--- config.mk ---
export PLATFORM = sky130hd
export DESIGN_NAME = ccm_top
export DESIGN_NICKNAME = d
export VERILOG_FILES = /design/src/rtl/ccm_pkg.sv /design/src/rtl/ccm_conv_seq.sv /design/src/rtl/ccm_top.sv
export SDC_FILE = /design/constraint.sdc
export NUM_CORES = 1
export LEC_CHECK = 0
export BUFFER_PORTS_ARGS = -buffer_cell sky130_fd_sc_hd__buf_2
export CAP_MARGIN = 20
export CORE_MARGIN = 2
export CORE_UTILIZATION = 57
export DETAILED_ROUTE_END_ITERATION = 12
export PLACE_DENSITY_LB_ADDON = 0.12
export SLEW_MARGIN = 40
export SYNTH_ARGS = -nofsm -noshare
export SYNTH_HDL_FRONTEND = slang
export SYNTH_SLANG_ARGS = --single-unit
--- constraint.sdc ---
create_clock -name clk_i -period 3.99 [get_ports clk_i]
set_clock_uncertainty 0.1 [all_clocks]
set_input_delay 0.399 -clock clk_i [delete_from_list [all_inputs] [get_ports clk_i]]
set_output_delay 0.399 -clock clk_i [all_outputs]
set_load 0.02 [all_outputs]
--- src/rtl/ccm_pkg.sv ---
// ccm_pkg: register map, field layout, reset values and encodings of the
// capacitive channel multiplexer control block.
// assumes registers are reached over a 32-bit AXI4-Lite slave.
package ccm_pkg;

  // printed offsets are not all multiples of four: they are word indexes
  localparam logic [7:0] IDX_MUX_CFG    = 8'h1b;
  localparam logic [7:0] IDX_RST_GAIN   = 8'h1c;
  localparam logic [7:0] IDX_DRV_CH0    = 8'h1e;
  localparam logic [7:0] IDX_DRV_CH1    = 8'h1f;
  localparam logic [7:0] IDX_CTRL       = 8'h1a;
  localparam logic [7:0] IDX_STATE      = 8'h40;

  // mux configuration fields
  localparam int MUX_SCAN_BIT = 15;
  localparam int MUX_SEQ_HI   = 14;
  localparam int MUX_SEQ_LO   = 13;
  localparam int MUX_RSV_HI   = 12;
  localparam int MUX_RSV_LO   = 3;
  localparam int MUX_DGL_HI   = 2;
  localparam int MUX_DGL_LO   = 0;
  localparam logic [15:0] MUX_RESET   = 16'h020f;

  // reset and gain fields
  localparam int RST_BIT      = 15;
  localparam int GAIN_HI      = 10;
  localparam int GAIN_LO      = 9;
  localparam logic [15:0] RST_RESET   = 16'h0000;

  // drive current fields
  localparam int DRV_HI       = 15;
  localparam int DRV_LO       = 11;
  localparam logic [15:0] DRV_RESET   = 16'h0000;

  // control register: single channel select in 15:14
  localparam int CTRL_CH_HI   = 15;
  localparam int CTRL_CH_LO   = 14;
  localparam logic [15:0] CTRL_RESET  = 16'h0000;

  // scan sequence codes
  localparam logic [1:0] SEQ_CH01   = 2'h0;
  localparam logic [1:0] SEQ_CH012  = 2'h1;
  localparam logic [1:0] SEQ_CH0123 = 2'h2;

  // deglitch bandwidth codes
  localparam logic [2:0] DGL_1M    = 3'h1;
  localparam logic [2:0] DGL_3M3   = 3'h4;
  localparam logic [2:0] DGL_10M   = 3'h5;
  localparam logic [2:0] DGL_33M   = 3'h7;

  // gain shift amounts
  localparam logic [2:0] SHIFT_G1  = 3'h0;
  localparam logic [2:0] SHIFT_G4  = 3'h2;
  localparam logic [2:0] SHIFT_G8  = 3'h3;
  localparam logic [2:0] SHIFT_G16 = 3'h4;

  localparam logic [1:0] RESP_OKAY   = 2'h0;
  localparam logic [1:0] RESP_SLVERR = 2'h2;

  typedef enum logic [2:0] {
    CCM_IDLE = 3'b001,
    CCM_SINGLE = 3'b010,
    CCM_SCAN = 3'b100
  } ccm_state_e;

endpackage : ccm_pkg

--- src/rtl/ccm_conv_seq.sv ---
// ccm_conv_seq: conversion channel sequencer, single channel or auto-scan.
// assumes conv_done_i is a one-cycle pulse from the converter, same clock.
`timescale 1ns/100ps
module ccm_conv_seq
(
  input  wire logic       clk_i,
  input  wire logic       srst_i,
  input  wire logic       run_i,
  input  wire logic       scan_i,
  input  wire logic [1:0] seq_i,
  input  wire logic [1:0] single_i,
  input  wire logic       conv_done_i,
  output logic [1:0]      chan_o,
  output ccm_pkg::ccm_state_e state_o
);

  ccm_pkg::ccm_state_e state_r;
  logic [1:0]          chan_r;

  // last channel of the chosen scan list; codes 00 and 11 both give 0,1
  function automatic logic [1:0] last_chan(input logic [1:0] seq);
    unique case (seq)
      ccm_pkg::SEQ_CH012:  last_chan = 2'h2;
      ccm_pkg::SEQ_CH0123: last_chan = 2'h3;
      default:             last_chan = 2'h1;
    endcase
  endfunction : last_chan

  // mode follows the scan bit; idle while held in reset or while run_i is low
  always_ff @(posedge clk_i)
  begin
    if (srst_i || !run_i)
      state_r <= ccm_pkg::CCM_IDLE;
    else if (scan_i)
      state_r <= ccm_pkg::CCM_SCAN;
    else
      state_r <= ccm_pkg::CCM_SINGLE;
  end

  // channel walk: one conversion per channel, then wrap to channel 0
  always_ff @(posedge clk_i)
  begin
    if (srst_i || !run_i)
      chan_r <= 2'h0;
    else if (!scan_i)
      chan_r <= single_i;
    else if (state_r != ccm_pkg::CCM_SCAN)
      chan_r <= 2'h0; // entering scan restarts at channel 0
    else if (conv_done_i)
    begin
      if (chan_r >= last_chan(seq_i))
        chan_r <= 2'h0;
      else
        chan_r <= chan_r + 2'h1;
    end
  end

  assign chan_o  = chan_r;
  assign state_o = state_r;

endmodule : ccm_conv_seq

--- src/rtl/ccm_top.sv ---
// ccm_top: configuration registers and control of a capacitive converter
// channel multiplexer, with an AXI4-Lite register slave.
// assumes one 50 MHz clock; conv_done_i comes from converter logic on clk_i.
`timescale 1ns/100ps
module ccm_top
#(
  parameter int NUM_CHAN = 2
)
(
  input  wire logic        clk_i,
  input  wire logic        srst_i,
  // axi4-lite slave
  input  wire logic [31:0] s_axi_awaddr,
  input  wire logic        s_axi_awvalid,
  output logic             s_axi_awready,
  input  wire logic [31:0] s_axi_wdata,
  input  wire logic [3:0]  s_axi_wstrb,
  input  wire logic        s_axi_wvalid,
  output logic             s_axi_wready,
  output logic [1:0]       s_axi_bresp,
  output logic             s_axi_bvalid,
  input  wire logic        s_axi_bready,
  input  wire logic [31:0] s_axi_araddr,
  input  wire logic        s_axi_arvalid,
  output logic             s_axi_arready,
  output logic [31:0]      s_axi_rdata,
  output logic [1:0]       s_axi_rresp,
  output logic             s_axi_rvalid,
  input  wire logic        s_axi_rready,
  // converter side
  input  wire logic        conv_done_i,
  input  wire logic [11:0] raw_result_i,
  output logic [1:0]       single_channel_select_o,
  output logic [4:0]       drive_code_o,
  output logic [2:0]       deglitch_o,
  output logic [15:0]      gained_result_o,
  output logic             soft_reset_o
);

  // only two- and four-channel variants exist; refuse others at elaboration
  if (NUM_CHAN != 2 && NUM_CHAN != 4)
  begin : g_bad_num_chan
    $error("ccm_top: NUM_CHAN must be 2 or 4");
  end

  logic [15:0] mux_r;
  logic [15:0] gain_r;
  logic [15:0] drv0_r;
  logic [15:0] drv1_r;
  logic [15:0] ctrl_r;
  logic        soft_rst_r;
  logic        dev_rst;
  logic [1:0]  chan;
  ccm_pkg::ccm_state_e state;

  // write channel holding regs: address and data taken in either order
  logic        aw_have_r;
  logic        w_have_r;
  logic [7:0]  aw_idx_r;
  logic [31:0] wdata_r;
  logic [3:0]  wstrb_r;
  logic        wr_go;
  logic        wr_hit;

  // registers and sequencer both clear on the soft reset pulse
  assign dev_rst = srst_i || soft_rst_r;

  // byte address is four times the printed index
  function automatic logic [7:0] to_idx(input logic [31:0] addr);
    to_idx = addr[9:2];
  endfunction : to_idx

  function automatic logic [15:0] merge(input logic [15:0] old, input logic [31:0] d,
                                        input logic [3:0] s);
    merge = {s[1] ? d[15:8] : old[15:8], s[0] ? d[7:0] : old[7:0]};
  endfunction : merge

  // mapped register indexes; anything else answers with an error response
  function automatic logic idx_ok(input logic [7:0] idx);
    idx_ok = (idx == ccm_pkg::IDX_MUX_CFG) || (idx == ccm_pkg::IDX_RST_GAIN) ||
             (idx == ccm_pkg::IDX_DRV_CH0) || (idx == ccm_pkg::IDX_DRV_CH1) ||
             (idx == ccm_pkg::IDX_CTRL)    || (idx == ccm_pkg::IDX_STATE);
  endfunction : idx_ok

  assign wr_go  = aw_have_r && w_have_r && !s_axi_bvalid;
  assign wr_hit = wr_go && idx_ok(aw_idx_r);

  // accept address and data independently, one write outstanding
  always_ff @(posedge clk_i)
  begin
    if (srst_i)
    begin
      aw_have_r     <= 1'b0;
      w_have_r      <= 1'b0;
      aw_idx_r      <= 8'h00;
      wdata_r       <= 32'h0000_0000;
      wstrb_r       <= 4'h0;
      s_axi_awready <= 1'b0;
      s_axi_wready  <= 1'b0;
      s_axi_bvalid  <= 1'b0;
      s_axi_bresp   <= ccm_pkg::RESP_OKAY;
    end
    else
    begin
      s_axi_awready <= !aw_have_r && !s_axi_awready && !s_axi_bvalid;
      s_axi_wready  <= !w_have_r && !s_axi_wready && !s_axi_bvalid;
      if (s_axi_awvalid && s_axi_awready)
      begin
        aw_have_r <= 1'b1;
        aw_idx_r  <= to_idx(s_axi_awaddr);
      end
      if (s_axi_wvalid && s_axi_wready)
      begin
        w_have_r <= 1'b1;
        wdata_r  <= s_axi_wdata;
        wstrb_r  <= s_axi_wstrb;
      end
      if (wr_go)
      begin
        aw_have_r    <= 1'b0;
        w_have_r     <= 1'b0;
        s_axi_bvalid <= 1'b1;
        s_axi_bresp  <= wr_hit ? ccm_pkg::RESP_OKAY : ccm_pkg::RESP_SLVERR;
      end
      else if (s_axi_bvalid && s_axi_bready)
        s_axi_bvalid <= 1'b0;
    end
  end

  // soft reset pulse: one cycle, the bit itself never stores
  always_ff @(posedge clk_i)
  begin
    if (dev_rst)
      soft_rst_r <= 1'b0;
    else
      soft_rst_r <= wr_hit && aw_idx_r == ccm_pkg::IDX_RST_GAIN && wstrb_r[1] &&
                    wdata_r[ccm_pkg::RST_BIT];
  end

  // configuration registers; reserved bits kept as written, host keeps them
  always_ff @(posedge clk_i)
  begin
    if (dev_rst)
    begin
      mux_r  <= ccm_pkg::MUX_RESET;
      gain_r <= ccm_pkg::RST_RESET;
      drv0_r <= ccm_pkg::DRV_RESET;
      drv1_r <= ccm_pkg::DRV_RESET;
      ctrl_r <= ccm_pkg::CTRL_RESET;
    end
    else if (wr_hit)
    begin
      unique case (aw_idx_r)
        ccm_pkg::IDX_MUX_CFG:  mux_r  <= merge(mux_r, wdata_r, wstrb_r);
        ccm_pkg::IDX_RST_GAIN: gain_r <= merge(gain_r, wdata_r, wstrb_r) &
                                         ~(16'h0001 << ccm_pkg::RST_BIT);
        ccm_pkg::IDX_DRV_CH0:  drv0_r <= merge(drv0_r, wdata_r, wstrb_r);
        ccm_pkg::IDX_DRV_CH1:  drv1_r <= merge(drv1_r, wdata_r, wstrb_r);
        ccm_pkg::IDX_CTRL:     ctrl_r <= merge(ctrl_r, wdata_r, wstrb_r);
        default:               ;
      endcase
    end
  end

  // read channel: one read at a time, answer two edges after arvalid
  always_ff @(posedge clk_i)
  begin
    if (srst_i)
    begin
      s_axi_arready <= 1'b0;
      s_axi_rvalid  <= 1'b0;
      s_axi_rdata   <= 32'h0000_0000;
      s_axi_rresp   <= ccm_pkg::RESP_OKAY;
    end
    else
    begin
      s_axi_arready <= s_axi_arvalid && !s_axi_arready && !s_axi_rvalid;
      if (s_axi_arvalid && s_axi_arready)
      begin
        s_axi_rvalid <= 1'b1;
        s_axi_rresp  <= idx_ok(to_idx(s_axi_araddr)) ? ccm_pkg::RESP_OKAY :
                        ccm_pkg::RESP_SLVERR;
        unique case (to_idx(s_axi_araddr))
          ccm_pkg::IDX_MUX_CFG:  s_axi_rdata <= {16'h0000, mux_r};
          ccm_pkg::IDX_RST_GAIN: s_axi_rdata <= {16'h0000, gain_r}; // bit 15 zero
          ccm_pkg::IDX_DRV_CH0:  s_axi_rdata <= {16'h0000, drv0_r};
          ccm_pkg::IDX_DRV_CH1:  s_axi_rdata <= {16'h0000, drv1_r};
          ccm_pkg::IDX_CTRL:     s_axi_rdata <= {16'h0000, ctrl_r};
          ccm_pkg::IDX_STATE:    s_axi_rdata <= {27'h0000000, state, chan};
          default:               s_axi_rdata <= 32'h0000_0000;
        endcase
      end
      else if (s_axi_rvalid && s_axi_rready)
        s_axi_rvalid <= 1'b0;
    end
  end

  // sequencer; codes beyond the channel count fold back to the 2-channel list
  logic [1:0] seq_eff;
  logic [1:0] single_eff;
  assign seq_eff    = (NUM_CHAN == 4) ? mux_r[ccm_pkg::MUX_SEQ_HI:ccm_pkg::MUX_SEQ_LO] :
                      ccm_pkg::SEQ_CH01;
  assign single_eff = (NUM_CHAN == 4) ? ctrl_r[ccm_pkg::CTRL_CH_HI:ccm_pkg::CTRL_CH_LO] :
                      {1'b0, ctrl_r[ccm_pkg::CTRL_CH_LO]};

  ccm_conv_seq u_seq
  (
    .clk_i       (clk_i),
    .srst_i      (dev_rst),
    .run_i       (1'b1),
    .scan_i      (mux_r[ccm_pkg::MUX_SCAN_BIT]),
    .seq_i       (seq_eff),
    .single_i    (single_eff),
    .conv_done_i (conv_done_i),
    .chan_o      (chan),
    .state_o     (state)
  );

  // gain code to shift amount
  function automatic logic [2:0] gain_shift(input logic [1:0] g);
    unique case (g)
      2'h0:    gain_shift = ccm_pkg::SHIFT_G1;
      2'h1:    gain_shift = ccm_pkg::SHIFT_G4;
      2'h2:    gain_shift = ccm_pkg::SHIFT_G8;
      default: gain_shift = ccm_pkg::SHIFT_G16;
    endcase
  endfunction : gain_shift

  // outputs registered; drive code follows the channel now converting
  always_ff @(posedge clk_i)
  begin
    if (dev_rst)
    begin
      single_channel_select_o   <= 2'h0;
      drive_code_o    <= 5'h00;
      deglitch_o      <= ccm_pkg::MUX_RESET[ccm_pkg::MUX_DGL_HI:ccm_pkg::MUX_DGL_LO];
      gained_result_o <= 16'h0000;
    end
    else
    begin
      single_channel_select_o <= chan;
      // channels 2 and 3 have no drive register here, they take code 0
      unique case (chan)
        2'h0:    drive_code_o <= drv0_r[ccm_pkg::DRV_HI:ccm_pkg::DRV_LO];
        2'h1:    drive_code_o <= drv1_r[ccm_pkg::DRV_HI:ccm_pkg::DRV_LO];
        default: drive_code_o <= 5'h00;
      endcase
      deglitch_o <= mux_r[ccm_pkg::MUX_DGL_HI:ccm_pkg::MUX_DGL_LO];
      if (conv_done_i)
        gained_result_o <= 16'({4'h0, raw_result_i} <<
                           gain_shift(gain_r[ccm_pkg::GAIN_HI:ccm_pkg::GAIN_LO]));
    end
  end

  // soft reset visible for one cycle to the analog side
  always_ff @(posedge clk_i)
  begin
    if (srst_i)
      soft_reset_o <= 1'b0;
    else
      soft_reset_o <= soft_rst_r;
  end

  // bit 15 of the reset register never holds a one
  property p_rst_reads_zero;
    @(posedge clk_i) disable iff (srst_i) !gain_r[ccm_pkg::RST_BIT];
  endproperty
  a_rst_reads_zero: assert property (p_rst_reads_zero)
    else $error("reset bit stored as one");

  property p_soft_rst_clears;
    @(posedge clk_i) disable iff (srst_i)
      soft_rst_r |=> (mux_r == ccm_pkg::MUX_RESET) && (drv0_r == ccm_pkg::DRV_RESET) &&
                     (gain_r == ccm_pkg::RST_RESET);
  endproperty
  a_soft_rst_clears: assert property (p_soft_rst_clears)
    else $error("soft reset did not restore registers");

  property p_soft_rst_from_write;
    @(posedge clk_i) disable iff (srst_i) $rose(soft_rst_r) |-> $past(wr_hit);
  endproperty
  a_soft_rst_from_write: assert property (p_soft_rst_from_write)
    else $error("soft reset without write");

  // soft reset clears outputs one edge after the pulse, so the delayed pulse
  // also guards: sampled inputs of that edge still hold pre-reset values
  property p_single_chan;
    @(posedge clk_i) disable iff (dev_rst || soft_reset_o)
      (!mux_r[ccm_pkg::MUX_SCAN_BIT] && state == ccm_pkg::CCM_SINGLE)[*2]
      |-> chan == $past(single_eff);
  endproperty
  a_single_chan: assert property (p_single_chan)
    else $error("single mode channel mismatch");

  property p_scan_state;
    @(posedge clk_i) disable iff (dev_rst || soft_reset_o)
      mux_r[ccm_pkg::MUX_SCAN_BIT] [*2] |-> state == ccm_pkg::CCM_SCAN;
  endproperty
  a_scan_state: assert property (p_scan_state)
    else $error("scan bit set but not scanning");

  property p_scan_wrap;
    @(posedge clk_i) disable iff (dev_rst || soft_reset_o)
      (state == ccm_pkg::CCM_SCAN && mux_r[ccm_pkg::MUX_SCAN_BIT] && conv_done_i &&
       chan == 2'h1 && seq_eff == ccm_pkg::SEQ_CH01) |=> chan == 2'h0;
  endproperty
  a_scan_wrap: assert property (p_scan_wrap)
    else $error("scan did not restart after channel 1");

  property p_drive_follow;
    @(posedge clk_i) disable iff (dev_rst || soft_reset_o)
      (chan == 2'h0) |=> drive_code_o == $past(drv0_r[ccm_pkg::DRV_HI:ccm_pkg::DRV_LO]);
  endproperty
  a_drive_follow: assert property (p_drive_follow)
    else $error("drive code not from channel 0 register");

  property p_gain16;
    @(posedge clk_i) disable iff (dev_rst || soft_reset_o)
      (conv_done_i && gain_r[ccm_pkg::GAIN_HI:ccm_pkg::GAIN_LO] == 2'h3)
      |=> gained_result_o == {$past(raw_result_i), 4'h0};
  endproperty
  a_gain16: assert property (p_gain16)
    else $error("gain 16 shift wrong");

  property p_deglitch;
    @(posedge clk_i) disable iff (dev_rst || soft_reset_o)
      ##1 deglitch_o == $past(mux_r[ccm_pkg::MUX_DGL_HI:ccm_pkg::MUX_DGL_LO]);
  endproperty
  a_deglitch: assert property (p_deglitch)
    else $error("deglitch output stale");

endmodule : ccm_top

==> out/metrics.yaml <==
outcome:
  status: "complete, no violations"
worst_setup_path:
  cp.depth: 5
  r2r_cells: 5
  required_ns: 4.18
  startpoint: "gain_r[9]$_SDFFE_PP0P_"
  r2r_slack_ns: 1.74
  worst-path-max-fanout: 17
  worstPathArrival_ns: 2.44
  endpoint: "gained_result_o[7]$_SDFFE_PP0P_"
  cp-start-kind: "flop"
  r2r-end: "gained_result_o[7]$_SDFFE_PP0P_"
  critPathTopFamily: "multiplexers"
  critPathMaxStageDelay_ns: 0.69
  crit_buf_inv: 1
  crit_path_end_kind: "flop"
  crit_path_top_delay_cell: "ha_1"
  crit_type: "reg2reg"
  crit_chain: "inv_1 > ha_1 > mux4_2 > mux2i_1 > a21oi_1"
  r2r-start: "gain_r[9]$_SDFFE_PP0P_"
clock_tree:
  htree_levels: 4
  cts_tree: "built"
  clk_latency_ns: 0.43
  ctsResizeCount: 0
  clock_path_buffers: 2
  clkTransAtPathRegs_ns: 0.06
  clkSinkCount: 163
  cts-root-buf: "clkbuf_16"
  cts_setup_buffers: 0
  cts_hold_buf: 0
  cts_made_buffers: 17
synth:
  synth.avg_cell_area_sq_um: 9.56
  synth_common_cells: "dfxtp_1 (163), nor2_1 (91), mux2i_1 (88)"
  yosys_warnings: 0
  syn_inst: 763
  ys_seq_area_share_pct: 44.7
  synthMostInstantiatedCell: "dfxtp_1"
  synth-edff-count: 0
  ys.flop_type: "dfxtp_1"
  netlist-cell-type-count: 63
  async_flop_share_pct: 0
  ys_ff_latch: 163
  ys_top_cells_by_area: "dfxtp_1 (45%), mux2i_1 (12%), nor2_1 (4.7%)"
  synth_top_area_cell: "dfxtp_1"
  yosysTopAreaCellShare_pct: 44.7
  syn_area_sq_um: 7290
layout:
  multiInputGateArea_sq_um: 3690
  fin_cells: 1024
  final-seq-area_sq_um: 3260
  syn_to_final_growth_pct: 15.9
  fin_util_pct: 67.2
  num_antenna_cells: 0
  final_net_count: 964
  drive_gt1_share_pct: 20.8
  nFillCells: 1035
floorplan:
  num_io_pins: 188
  core.rowCount: 41
  dieArea_sq_um: 13700
  start_util_pct: 58.0
  die_height_microns: 117
  chipWidth_microns: 117
  coreArea_sq_um: 12600
placement:
  place_congestion: 0.826
  place_inst: 992
  portBuffers: 103
  post-dp-hpwl_microns: 11500
sta:
  setup_tns_ns: 0
  worstMarginPinSlew_ns: 0.789
  whs_ns: 0.114
  drv_slew: 0
  setup_viol: 0
  hold_viol_final: 0
  fmax_mhz: 444
  rsz0062_at_grt: "no"
  fin_crit_ns: 2.25
  post-route-period-util_pct: 56.4
  slew_headroom_pct: 47.3
route:
  firstDrtPassIters: 5
  routed_wl_microns: 16600
  routedWlPerCell_microns: 16.2
  drcViolationCount: 0
  ant_nets: 0
  vias: 5763
  drt_iter0_markers: 334
  viasPerCell: 5.63
global_route:
  grt_pass1_wl_microns: 26900
  grt.overflow.total: 0
  grt_pass1_vias: 5572
  grt_max_degree: 43
  antenna_found_initial: 0
  grtUsageTotal_pct: 25.5
pwr:
  leakagePower_uw: 0.00377
  p_total_uw: 3760
  ir_worst_vdd_uv: 267
  power_density_nw_per_um2: 445
run:
  drv_cap: 0
min_path:
  hold_class: "in2reg"
## power by group
group	switching (uW)	internal, uW	total [uW]
Sequential	37.0	1660	1700
Clock	632	1190	1820
Combinational	155	82.9	238
## metrics by stage
stage	setup WS, ns	cell area (sq um)
2_1_floorplan	2.21	7360
3_3_place_gp	1.39	7750
3_5_place_dp	1.62	7780
4_1_cts	1.74	8450
5_1_grt	1.52	8450
6_report	1.74	8450
## cell usage in the layout, fill, tap and decap left out, types with 7 or more instances in the layout
cell | netlist | layout
a21oi_1 | 47 | 47
a22o_1 | 11 | 11
a22oi_1 | 18 | 18
and2_1 | 7 | 7
buf_2 | 8 | 103
clkbuf_16 | 0 | 17
conb_1 | 1 | 18
dfxtp_1 | 163 | 163
mux2i_1 | 88 | 88
mux4_2 | 12 | 12
nand2_1 | 82 | 82
nand2b_1 | 9 | 9
nand3_1 | 28 | 28
nor2_1 | 91 | 91
nor2b_1 | 10 | 10
o21ai_0 | 27 | 27
## final cells by class
type / instances / area share, %
Tap cell: 172 / 2.55
Clock buffer: 23 / 5.89
Timing Repair Buffer: 108 / 6.93
Clock inverter: 9 / 2.04
Multi-Input combinational cell: 542 / 43.7
Inverter: 7 / 0.311
Sequential cell: 163 / 38.6
## per-layer routing
metal | vias to the layer above | routed length (microns) | GRT usage [%]
li1 | 2827 | - | -
met1 | 2749 | 7560 | 32.7
met2 | 161 | 7880 | 42.3
met3 | 26 | 853 | 5.72
met4 | 0 | 304 | 9.65
met5 | - | 0 | 0
## worst reg2reg max path, cell delays in order (launching register included)
cell and delay [ns]:
dfxtp_1 0.38, inv_1 0.06, ha_1 0.69, mux4_2 0.62, mux2i_1 0.17, a21oi_1 0.08
## flip-flops by register name, indices dropped and copies added, names as in the netlist, 3 cells and up
name / count
ctrl_r: 16
wdata_r: 16
aw_idx_r: 8
s_axi_rdata: 16
gain_r: 15
u_seq.state_o: 3
gained_result_o: 16
drv1_r: 16
drv0_r: 16
drive_code_o: 5
deglitch_o: 3
mux_r: 16
## how the worst min path moves through the flow
| stage | from | to | slack, ns | cells after the start |
|---|---|---|---|---|
| 6_report | s_axi_wdata[3] | wdata_r[3]$_SDFFE_PP0P_ | 0.11 | 3 |
| 5_1_grt | s_axi_wdata[11] | wdata_r[11]$_SDFFE_PP0P_ | 0.11 | 3 |
| 3_5_place_dp | s_axi_rdata[13]$_SDFFE_PP0P_ | s_axi_rdata[13]$_SDFFE_PP0P_ | 0.34 | 2 |
| 2_1_floorplan | aw_have_r$_SDFFE_PP0P_ | s_axi_awready$_SDFF_PP0_ | 0.32 | 1 |
| 3_3_place_gp | s_axi_rvalid$_SDFFE_PP0P_ | s_axi_arready$_SDFF_PP0_ | 0.33 | 1 |
| 4_1_cts | s_axi_wdata[4] | wdata_r[4]$_SDFFE_PP0P_ | 0.10 | 3 |
## kinds of logic after synthesis
family                   count (synthesis)  share of synthesized area, %
AND/OR/NAND/NOR                        277                          20.5
flip-flops                             163                          44.7
AO/OA/AOI/OAI                          136                          11.6
multiplexers                           106                          16.7
buffers and inverters                   75                          5.54
adder cells (fa/ha/maj)                  5                         0.858
other                                    1                        0.0514
Power figures use the tool's default switching activity.
